===== src/logic/dtm_map.vh =====
// register offsets, field positions, reset values and timing counts of the dual timer block
`ifndef DTM_MAP_VH
`define DTM_MAP_VH
`define DTM_ADDR_MODE 8'h89
`define DTM_ADDR_CTRL 8'h80
`define DTM_ADDR_STATUS 8'h81
`define DTM_ADDR_MASK 8'h82
`define DTM_ADDR_T0_LOW 8'h84
`define DTM_ADDR_T0_HIGH 8'h85
`define DTM_ADDR_T1_LOW 8'h86
`define DTM_ADDR_T1_HIGH 8'h87
`define DTM_MODE_RESET 8'h00
`define DTM_CTRL_RESET 8'h00
`define DTM_STATUS_RESET 2'h0
`define DTM_MASK_RESET 2'h0
`define DTM_COUNT_RESET 8'h00
`define DTM_BIT_T1_GATE 7
`define DTM_BIT_T1_SRC 6
`define DTM_BIT_T1_MODE_HI 5
`define DTM_BIT_T1_MODE_LO 4
`define DTM_BIT_T0_GATE 3
`define DTM_BIT_T0_SRC 2
`define DTM_BIT_T0_MODE_HI 1
`define DTM_BIT_T0_MODE_LO 0
`define DTM_BIT_T0_RUN 0
`define DTM_BIT_T1_RUN 1
`define DTM_BIT_IRQ_A_POL 2
`define DTM_BIT_IRQ_B_POL 3
`define DTM_BIT_T0_PRESCALE 4
`define DTM_BIT_T1_PRESCALE 5
`define DTM_BIT_FLAG_T0 0
`define DTM_BIT_FLAG_T1 1
`define DTM_MODE_13BIT 2'h0
`define DTM_MODE_16BIT 2'h1
`define DTM_MODE_RELOAD 2'h2
`define DTM_MODE_SPLIT 2'h3
`define DTM_PRESCALE_DIV 4'hC
`endif


===== src/logic/dtm_timer_mode_config.v =====
// dual counter/timer with mode configuration register, run control, flags and interrupt
//
// Chosen here: the plain strobed port.
`timescale 1ns/1ps
`include "dtm_map.vh"

module dtm_timer_mode_config (
  input wire clk,
  input wire reset,
  input wire [7:0] reg_addr,
  input wire [7:0] reg_wdata,
  input wire reg_write,
  input wire reg_read,
  output reg [7:0] reg_rdata,
  input wire count_input_pin_a,
  input wire count_input_pin_b,
  input wire ext_irq_a_input,
  input wire ext_irq_b_input,
  output reg irq,
  output reg timer0_overflow_pulse,
  output reg timer1_overflow_pulse
);

  // one counting step for modes 0 to 2: {overflow, next value}
  function [16:0] dtm_step;
    input [1:0] mode;
    input [15:0] value;
    reg [12:0] low13;
    begin
      low13 = {value[15:8], value[4:0]} + 13'h0001;
      dtm_step = {1'b0, value};
      case (mode)
        `DTM_MODE_13BIT: begin
          dtm_step = {(&{value[15:8], value[4:0]}), low13[12:5], value[7:5], low13[4:0]};
        end
        `DTM_MODE_16BIT: begin
          dtm_step = {(&value), value + 16'h0001};
        end
        `DTM_MODE_RELOAD: begin
          if (&value[7:0]) begin
            dtm_step = {1'b1, value[15:8], value[15:8]};
          end else begin
            dtm_step = {1'b0, value[15:8], value[7:0] + 8'h01};
          end
        end
        default: begin
          dtm_step = {1'b0, value};
        end
      endcase
    end
  endfunction

  // a strobe that lands on one register offset
  function dtm_hit;
    input strobe;
    input [7:0] addr;
    input [7:0] offset;
    begin
      dtm_hit = strobe & (addr == offset);
    end
  endfunction

  reg [7:0] timer_mode_config;
  reg [7:0] run_control;
  reg [1:0] flag_status;
  reg [1:0] flag_mask;
  reg [7:0] t0_low;
  reg [7:0] t0_high;
  reg [7:0] t1_low;
  reg [7:0] t1_high;
  reg [3:0] prescale_count;
  reg prescale_tick;
  reg [3:0] sync_first;
  reg [3:0] sync_second;
  reg [3:0] sync_last;

  reg [7:0] next_t0_low;
  reg [7:0] next_t0_high;
  reg [7:0] next_t1_low;
  reg [7:0] next_t1_high;
  reg t0_overflow;
  reg t0_high_overflow;
  reg t1_overflow;
  reg [16:0] t0_result;
  reg [16:0] t1_result;

  wire [1:0] t0_mode;
  wire [1:0] t1_mode;
  wire t0_split;
  wire irq_a_active;
  wire irq_b_active;
  wire fall_a;
  wire fall_b;
  wire tick0;
  wire tick1;
  wire t0_running;
  wire t1_running;
  wire t0_count;
  wire t0_high_count;
  wire t1_count;
  wire wr_status;
  wire [1:0] flag_set;
  // per-register write strobes
  wire wr_mode;
  wire wr_ctrl;
  wire wr_mask;
  wire wr_t0_low;
  wire wr_t0_high;
  wire wr_t1_low;
  wire wr_t1_high;

  // mode fields of both timers
  assign t0_mode = {timer_mode_config[`DTM_BIT_T0_MODE_HI], timer_mode_config[`DTM_BIT_T0_MODE_LO]};
  assign t1_mode = {timer_mode_config[`DTM_BIT_T1_MODE_HI], timer_mode_config[`DTM_BIT_T1_MODE_LO]};
  assign t0_split = (t0_mode == `DTM_MODE_SPLIT);

  // bit order in the synchroniser: 0 pin a, 1 pin b, 2 irq a, 3 irq b
  assign fall_a = sync_last[0] & ~sync_second[0];
  assign fall_b = sync_last[1] & ~sync_second[1];
  assign irq_a_active = ~(sync_second[2] ^ run_control[`DTM_BIT_IRQ_A_POL]);
  assign irq_b_active = ~(sync_second[3] ^ run_control[`DTM_BIT_IRQ_B_POL]);

  // prescale select 1 picks the system clock, 0 the divided tick
  assign tick0 = run_control[`DTM_BIT_T0_PRESCALE] | prescale_tick;
  assign tick1 = run_control[`DTM_BIT_T1_PRESCALE] | prescale_tick;

  // gate 1 lets the external input hold timer 0 off
  assign t0_running = run_control[`DTM_BIT_T0_RUN] &
                      (~timer_mode_config[`DTM_BIT_T0_GATE] | irq_a_active);
  assign t0_count = t0_running &
                    (timer_mode_config[`DTM_BIT_T0_SRC] ? fall_a : tick0);

  // split timer 0 high half borrows timer 1 run bit and counts the internal clock only
  assign t0_high_count = t0_split & run_control[`DTM_BIT_T1_RUN] & tick0;

  // timer 1 ignores its run bit while timer 0 is split; its own mode 3 holds it
  assign t1_running = (t1_mode != `DTM_MODE_SPLIT) & (t0_split | (run_control[`DTM_BIT_T1_RUN] &
                      (~timer_mode_config[`DTM_BIT_T1_GATE] | irq_b_active)));
  assign t1_count = t1_running &
                    ((timer_mode_config[`DTM_BIT_T1_SRC] & ~t0_split) ? fall_b : tick1);

  // next counter values and overflow strobes of both timers
  always @* begin
    t0_result = dtm_step(t0_mode, {t0_high, t0_low});
    t1_result = dtm_step(t1_mode, {t1_high, t1_low});
    next_t0_low = t0_low;
    next_t0_high = t0_high;
    next_t1_low = t1_low;
    next_t1_high = t1_high;
    t0_overflow = 1'b0;
    t0_high_overflow = 1'b0;
    t1_overflow = 1'b0;
    if (t0_split) begin
      if (t0_count) begin
        next_t0_low = t0_low + 8'h01;
        t0_overflow = &t0_low;
      end
      if (t0_high_count) begin
        next_t0_high = t0_high + 8'h01;
        t0_high_overflow = &t0_high;
      end
    end else if (t0_count) begin
      next_t0_low = t0_result[7:0];
      next_t0_high = t0_result[15:8];
      t0_overflow = t0_result[16];
    end
    if (t1_count) begin
      next_t1_low = t1_result[7:0];
      next_t1_high = t1_result[15:8];
      t1_overflow = t1_result[16];
    end
  end

  // timer 1 overflow raises no flag while timer 0 is split; split high half raises it instead
  assign flag_set[`DTM_BIT_FLAG_T0] = t0_overflow;
  assign flag_set[`DTM_BIT_FLAG_T1] = (t1_overflow & ~t0_split) | t0_high_overflow;
  assign wr_status = dtm_hit(reg_write, reg_addr, `DTM_ADDR_STATUS);

  // write decode for the configuration and count registers
  assign wr_mode = dtm_hit(reg_write, reg_addr, `DTM_ADDR_MODE);
  assign wr_ctrl = dtm_hit(reg_write, reg_addr, `DTM_ADDR_CTRL);
  assign wr_mask = dtm_hit(reg_write, reg_addr, `DTM_ADDR_MASK);
  assign wr_t0_low = dtm_hit(reg_write, reg_addr, `DTM_ADDR_T0_LOW);
  assign wr_t0_high = dtm_hit(reg_write, reg_addr, `DTM_ADDR_T0_HIGH);
  assign wr_t1_low = dtm_hit(reg_write, reg_addr, `DTM_ADDR_T1_LOW);
  assign wr_t1_high = dtm_hit(reg_write, reg_addr, `DTM_ADDR_T1_HIGH);

  // two flops against metastability, the third keeps the last level for edge detection
  always @(posedge clk or posedge reset) begin
    if (reset) begin
      sync_first <= 4'h0;
      sync_second <= 4'h0;
      sync_last <= 4'h0;
    end else begin
      sync_first <= {ext_irq_b_input, ext_irq_a_input, count_input_pin_b, count_input_pin_a};
      sync_second <= sync_first;
      sync_last <= sync_second;
    end
  end

  // divided internal tick, one pulse per prescale period
  always @(posedge clk or posedge reset) begin
    if (reset) begin
      prescale_count <= 4'h0;
      prescale_tick <= 1'b0;
    end else if (prescale_count == `DTM_PRESCALE_DIV - 4'h1) begin
      prescale_count <= 4'h0;
      prescale_tick <= 1'b1;
    end else begin
      prescale_count <= prescale_count + 4'h1;
      prescale_tick <= 1'b0;
    end
  end

  // configuration registers; control bits 7:6 do not exist and read back as zero
  always @(posedge clk or posedge reset) begin
    if (reset) begin
      timer_mode_config <= `DTM_MODE_RESET;
      run_control <= `DTM_CTRL_RESET;
      flag_mask <= `DTM_MASK_RESET;
    end else if (wr_mode) begin
      timer_mode_config <= reg_wdata;
    end else if (wr_ctrl) begin
      run_control <= {2'h0, reg_wdata[5:0]};
    end else if (wr_mask) begin
      flag_mask <= reg_wdata[1:0];
    end
  end

  // software writes to a count byte take priority over counting in that cycle
  always @(posedge clk or posedge reset) begin
    if (reset) begin
      t0_low <= `DTM_COUNT_RESET;
      t0_high <= `DTM_COUNT_RESET;
      t1_low <= `DTM_COUNT_RESET;
      t1_high <= `DTM_COUNT_RESET;
    end else begin
      t0_low <= wr_t0_low ? reg_wdata : next_t0_low;
      t0_high <= wr_t0_high ? reg_wdata : next_t0_high;
      t1_low <= wr_t1_low ? reg_wdata : next_t1_low;
      t1_high <= wr_t1_high ? reg_wdata : next_t1_high;
    end
  end

  // write one to clear; a new overflow in the same cycle keeps the flag set
  always @(posedge clk or posedge reset) begin
    if (reset) begin
      flag_status <= `DTM_STATUS_RESET;
    end else begin
      flag_status <= (flag_status & ~(wr_status ? reg_wdata[1:0] : 2'h0)) | flag_set;
    end
  end

  // every output leaves from a flop
  always @(posedge clk or posedge reset) begin
    if (reset) begin
      irq <= 1'b0;
      timer0_overflow_pulse <= 1'b0;
      timer1_overflow_pulse <= 1'b0;
    end else begin
      irq <= |(flag_status & flag_mask);
      timer0_overflow_pulse <= t0_overflow;
      // still drives baud and conversion timing while timer 0 is split
      timer1_overflow_pulse <= t1_overflow;
    end
  end

  // read data stand only in the cycle after the read strobe, zero otherwise
  always @(posedge clk or posedge reset) begin
    if (reset) begin
      reg_rdata <= 8'h00;
    end else if (reg_read) begin
      if (reg_addr == `DTM_ADDR_MODE) begin
        reg_rdata <= timer_mode_config;
      end else if (reg_addr == `DTM_ADDR_CTRL) begin
        reg_rdata <= run_control;
      end else if (reg_addr == `DTM_ADDR_STATUS) begin
        reg_rdata <= {6'h00, flag_status};
      end else if (reg_addr == `DTM_ADDR_MASK) begin
        reg_rdata <= {6'h00, flag_mask};
      end else if (reg_addr == `DTM_ADDR_T0_LOW) begin
        reg_rdata <= t0_low;
      end else if (reg_addr == `DTM_ADDR_T0_HIGH) begin
        reg_rdata <= t0_high;
      end else if (reg_addr == `DTM_ADDR_T1_LOW) begin
        reg_rdata <= t1_low;
      end else if (reg_addr == `DTM_ADDR_T1_HIGH) begin
        reg_rdata <= t1_high;
      end else begin
        reg_rdata <= 8'h00;
      end
    end else begin
      reg_rdata <= 8'h00;
    end
  end

endmodule


===== config.mk =====
export PLATFORM = sky130hd
export DESIGN_NAME = dtm_timer_mode_config
export DESIGN_NICKNAME = d
export VERILOG_FILES = /design/src/logic/dtm_timer_mode_config.v
export VERILOG_INCLUDE_DIRS = /design/src /design/src/logic
export SDC_FILE = /design/constraint.sdc
export NUM_CORES = 1
export LEC_CHECK = 0
export BUFFER_PORTS_ARGS = -buffer_cell sky130_fd_sc_hd__clkbuf_2
export CELL_PAD_IN_SITES_DETAIL_PLACEMENT = 0
export CELL_PAD_IN_SITES_GLOBAL_PLACEMENT = 1
export CORE_AREA = 2 2 100 111
export CTS_CLUSTER_DIAMETER = 200
export CTS_CLUSTER_SIZE = 16
export DETAILED_ROUTE_END_ITERATION = 10
export DIE_AREA = 0 0 102 113
export GPL_TIMING_DRIVEN = 0
export PLACE_DENSITY = 0.8
export SLEW_MARGIN = 25
export SYNTH_ARGS = -nofsm -noshare
export SYNTH_HDL_FRONTEND = slang
export SYNTH_SLANG_ARGS = --single-unit

===== constraint.sdc =====
create_clock -name clk -period 3.6 [get_ports clk]
set_input_delay 0.18 -clock clk [delete_from_list [all_inputs] [get_ports clk]]
set_output_delay 0.18 -clock clk [all_outputs]
set_load 0.02 [all_outputs]

# Yosys cells after proc, flatten, opt, wreduce, memory -nomap -nowiden
# Cells that the tools add are included.
# op_classes
bitwise,40
reduce_logical,28
mux,36
add_sub_neg,8
n_eq_ne,20
# op_table
cell,count
8-bit two-way mux,21
17-bit case mux with 3 select lines,2
"8-bit equality test, second input constant",8
17-bit two-way mux,2
"16-bit by 1-bit adder with 16-bit output, second input constant",2
16-bit AND reduction,2
"13-bit by 1-bit adder with 13-bit output, second input constant",2
13-bit AND reduction,2
"8-bit by 1-bit adder with 8-bit output, second input constant",3
8-bit AND reduction,3
1-bit bitwise AND,19
3-bit AND reduction,4
4-bit nonzero test,3
1-bit two-way mux,9
1-bit inverter,9
3-bit nonzero test,3
"2-bit equality test, second input constant",3
"2-bit inequality test, second input constant",3
"3-bit inequality test, second input constant",2
1-bit OR,6
2-bit AND reduction,3
2-bit nonzero test,3
5-bit nonzero test,1
"4-bit by 1-bit adder with 4-bit output, second input constant",1
12 further kinds,16
# word_totals
in_bits,24
out_inout_bits,11
reg_bits,76

# Longest topological paths before layout
# depth
ltp_word,11
depth_mapped,8
depth_no_buf,7

# Worst setup path after synthesis
# Ideal clock, no wire load.
# synth_path
kind,reg2reg
from,register timer_mode_config[0]
to,register t0_high[5]
stages_incl_launch_ff,9
required_ns,3.479
path_slack_ns,1.482
arrival_ns,1.997
synth_period_minus_slack_ns,2.118
setup_time_ns,0.121
path_cell_list,dfrtp_1 inv_1 ha_1 buf_2 nor2_1 a2111oi_0 a21oi_1 a311o_1 a22o_1
# synth_via
elab_chain_cells,5
# synth_rtl
element,line_no,source
start: declaration,dtm_timer_mode_config.v:63,reg [7:0] timer_mode_config;
start signal: assignment,dtm_timer_mode_config.v:218,timer_mode_config <= `DTM_MODE_RESET;
start signal: assignment,dtm_timer_mode_config.v:222,timer_mode_config <= reg_wdata;
2-bit equality test (no line) (tied with other cells),n/a,
1-bit bitwise AND or 17-bit case mux with 3 select lines (tied branches),"dtm_timer_mode_config.v:134, dtm_timer_mode_config.v:32",
1-bit bitwise AND or 8-bit two-way mux (tied branches),"dtm_timer_mode_config.v:134, dtm_timer_mode_config.v:162",
3-bit by 1-bit inequality test with 1-bit output (no line) or 8-bit two-way mux (tied branches),n/a,
4-bit AND reduction (no line) or 8-bit two-way mux (tied branches),n/a,
end signal: assignment,dtm_timer_mode_config.v:234,t0_high <= `DTM_COUNT_RESET;
end signal: assignment,dtm_timer_mode_config.v:239,t0_high <= wr_t0_high ? reg_wdata : next_t0_high;
end: declaration,dtm_timer_mode_config.v:68,reg [7:0] t0_high;
# Parallel ways exist; a longest one is shown, timed or not. The select of a mux whose other input is x is not followed.
# A chain may end at the register's enable or synchronous reset.

# Worst setup path in the final report
# layout_path
from,register timer_mode_config[1]
to,register flag_status[1]
# layout_via
elab_chain_cells,9
# layout_rtl
element,line_no,source
2-bit equality test (no line) *,n/a,
1-bit inverter,"dtm_timer_mode_config.v:140, dtm_timer_mode_config.v:176",
1-bit bitwise AND,dtm_timer_mode_config.v:140,((timer_mode_config[`DTM_BIT_T1_SRC] & ~t0_split) ? fall_b : tick1);
1-bit two-way mux,dtm_timer_mode_config.v:140,
1-bit bitwise AND,dtm_timer_mode_config.v:139,assign t1_count = t1_running &
1-bit two-way mux,dtm_timer_mode_config.v:167,if (t1_count) begin
1-bit bitwise AND,dtm_timer_mode_config.v:176,assign flag_set[`DTM_BIT_FLAG_T1] = (t1_overflow & ~t0_split) | t0_high_overflow;
1-bit OR *,dtm_timer_mode_config.v:176,
2-bit OR *,dtm_timer_mode_config.v:250,flag_status <= (flag_status & ~(wr_status ? reg_wdata[1:0] : 2'h0)) | flag_set;
end signal: assignment,dtm_timer_mode_config.v:248,flag_status <= `DTM_STATUS_RESET;
end signal: assignment,dtm_timer_mode_config.v:250,
end: declaration,dtm_timer_mode_config.v:65,reg [1:0] flag_status;
# Every way passes the cells marked *; elsewhere a longest branch is shown, timed or not.

==> metrics.md <==
| Metric | Value |
|---|---|
| Startpoint types | flip-flop |
| Distinct cells, synth | between 70 and 80 |
| Min-delay src | reg_read |
| GP Congestion | between 0.9 and 1 |
| Wl on met1 | between 6000 and 7000 um |
| Worst Clk Skew | 0.00978 ns |
| Layout Utilization | 56.5% |
| Worst Path Arrival | between 3 and 4 ns |
| Highest Clock Rate | approximately 0.34 GHz |
| # DRC | 0 |
| Filler instances | slightly below 1000 |
| Fin. max-slew vios | 0 |
| Sequential Area | about 0.0019 mm^2 |
| Core Rows | 39 |
| Layout cells sized above 1 | approximately 15% |
| WS Path Type | reg -> reg |
| # port buffers | 31 |
| GRT Total Usage | between 30% and 40% |
| Vias | slightly below 5000 |
| Post-synth EDFFs | 0 |
| Max_slew headroom | around 46% |
| Final ANT Viol Nets | 0 |
| Synth Net Count | around 600 |
| Worst Setup SP | timer_mode_config[1] |
| Top FF cell, synth | dfrtp_1 |
| Net count, final | around 650 |
| Gate Count Post-Synth | ~560 |
| Post-CTS sizing | 0 |
| Global-route wire length before repair | 26400 um |
| Post-Syn Area | 0.00510 mm^2 |
| Flops & latches, synth | 76 |
| Worst reg2reg startpoint | timer_mode_config[1] |
| Total grt overflow | 0 |
| Largest net degree at the start of global routing | 40 |
| Finish-stage setup viols | 0 |
| Clock tree from TritonCTS | yes |
| Vias in the first global route | between 4000 and 5000 |
| DRT Pass-1 Iters | 6 |
| Tcrit/Tclk final | 81.9% |
| DRT iter0 DRCs | 465 |
| Initial Util | roughly half |
| Pwr dens | 416 mW/mm^2 |
| Vias/cell | roughly 6.5 |
| Post-Syn Area per Cell | slightly above 9 um^2 |
| Routed wire length | about 17000 um |
| Peak supply drop | about 0.24 mV |
| Leak | ~2.4 nW |
| Die height | around 110 um |
| Met3 routed WL | roughly 1100 um |
| Area of the multi-input gates | just under 0.003 mm^2 |
| Clk_lat worst skew | roughly 0.36 ns |
| TritonCTS buffer count | 9 |
| Outcome | complete, no violations |
| Setup TNS | 0 ns |
| Clock tree sinks | 76 |
| WL/cell | around 22 um |
| Share of the yosys chip area belonging to registers | a little under two fifths |
| RSZ-0062 raised after global routing | false |
| HPWL Detailed | ~12000 um |
| Die ar. | roughly 0.012 mm^2 |
| Clock slew at reported path FFs | ~0.07 ns |
| CP endpoint kind | flip-flop |
| DR top layer | met4 |
| Commonest non-fill, non-tap cell in the layout | dfrtp_1 |
| Maximum buffer depth of the clock tree | 2 |
| CP required | about 3.9 ns |
| Crit path time final | just under 3 ns |
| I/O pin count | 35 |
| Post-synth ARST share | 100% |
| Antenna violations before repair | 0 |
| Commonest cells after routing, fill and taps aside | dfrtp_1, nand2_1, a21oi_1 |
| Routed wl met2 | ~8000 um |
| Max Cap Viol | 0 |
| Clock root buffer | clkbuf_16 |
| Worst min path class | in -> reg |
| Fin. Hold Viols | 0 |
| Crit-path max FO | 10 |
| Worst slew pin tran | ~0.80 ns |
| Area Overhead vs Synth | 14.6% |
| H-tree depth | 3 |
| Final Power | 0.00243 W |
| DIE WIDTH | just over 100 um |
| Core area | 0.0103 mm^2 |
| Ys Warns | 0 |
-- kinds of logic (layout without fill, tap and decap cells) --
kind of cell	Yosys count	count (layout)	synth area share [%]
other	0	1	0
and+or+nand+nor	193	193	20.2
xor gates and xnor gates	9	9	1.55
buffers and inverters	60	113	4.88
adders and majority gates	14	14	3.44
DFF	76	76	37.3
muxes	29	29	8.08
AOI/OAI and AO/OA	182	182	24.6
-- where the power goes --
part	leakage (nW)	total [W]	internal [W]	switching (W)
Combinational	1.22	0.000423	0.000158	0.000264
Sequential	0.968	0.000975	0.000909	0.0000663
Clock	0.166	0.00103	0.000648	0.000387
Total	2.35	0.00243	0.00171	0.000718
-- metrics by stage --
step | setup slack (ns) | std cells | hold WS, ns | cell area (um^2)
finish | 0.652 | 760 | 0.131 | 5840
global route | 0.529 | 759 | 0.148 | 5840
CTS | 0.720 | 759 | 0.127 | 5840
detailed placement | 0.758 | 738 | 0.236 | 5450
global placement | 0.560 | 737 | 0.290 | 5430
floorplan | 1.48 | 563 | 0.211 | 5100
-- final cells by class --
| class | instances | share of cell area [%] |
|---|---|---|
| clock inverter | 5 | 1.41 |
| inverter | 25 | 1.65 |
| sequential | 76 | 32.6 |
| buffer | 35 | 2.66 |
| multi-input combinational | 427 | 50.4 |
| antenna | 1 | 0.0428 |
| clock buffer | 11 | 4.33 |
| tap | 143 | 3.06 |
| timing repair buffer | 37 | 3.86 |
-- state kept, by name (all words and copies together) (netlist names), 6 cells and up --
signal / cells
t1_high: 8
run_control: 6
timer_mode_config: 8
t1_low: 8
reg_rdata: 8
t0_low: 8
t0_high: 8
-- synthesized netlist by cell type (5+ instances only) --
cell / count / share of area, %
dfrtp_1: 76 / 37
mux2_1: 6 / 1.3
a211oi_1: 10 / 1.5
ha_1: 14 / 3.4
nand4_1: 14 / 1.7
mux2_2: 11 / 2.4
a21oi_1: 39 / 3.8
and3_1: 7 / 0.86
and4_1: 5 / 0.86
clkbuf_1: 20 / 1.5
xnor2_1: 5 / 0.86
nor2_1: 32 / 2.4
inv_1: 24 / 1.8
nand2_1: 55 / 4.1
nor4_1: 9 / 1.1
nor3_1: 13 / 1.3
mux4_2: 8 / 3.5
buf_2: 10 / 0.98
a22oi_1: 5 / 0.74
o21a_1: 6 / 0.88
o221ai_1: 10 / 1.7
nand3_1: 24 / 2.4
o211ai_1: 8 / 1.2
a31oi_1: 9 / 1.1
a311oi_1: 6 / 1.0
nor2b_1: 7 / 0.86
o21ai_1: 5 / 0.49
a21boi_0: 5 / 0.74
o21ai_0: 30 / 2.9
-- repair_timing --
action / 4_1_cts / 5_1_grt
setup buffers: 0 / 0
hold buffers: 5 / 0
hold endpoints to repair: 41 / 0
-- layer usage --
| metal | track usage (%) | vias to the layer above |
|---|---|---|
| met1 | 40.7 | 2432 |
| met5 | 0 | - |
| met4 | 14.8 | 0 |
| met2 | 48.4 | 240 |
| li1 | - | 2249 |
| met3 | 4.69 | 48 |
-- critical path, stage by stage (launching register included) --
cell	delay, ns
dfrtp_1	0.47
ha_1	0.18
clkbuf_1	0.49
buf_1	0.50
o211a_1	0.31
clkbuf_1	0.41
nand3_1	0.27
o21ai_0	0.24
-- path summary, 6_finish.rpt --
kind,endpoint,slack (ns),depth (start not counted)
worst max-delay path,flag_status[1],0.65,7
worst min-delay path,reg_rdata[7],0.13,2
worst max register to register,flag_status[1],0.65,7
worst min register to register,sync_second[3],0.35,0
max in group asynchronous,timer1_overflow_pulse,2.62,4
min in group asynchronous,reg_rdata[7],0.40,3
(Power assumes the default switching activity.)
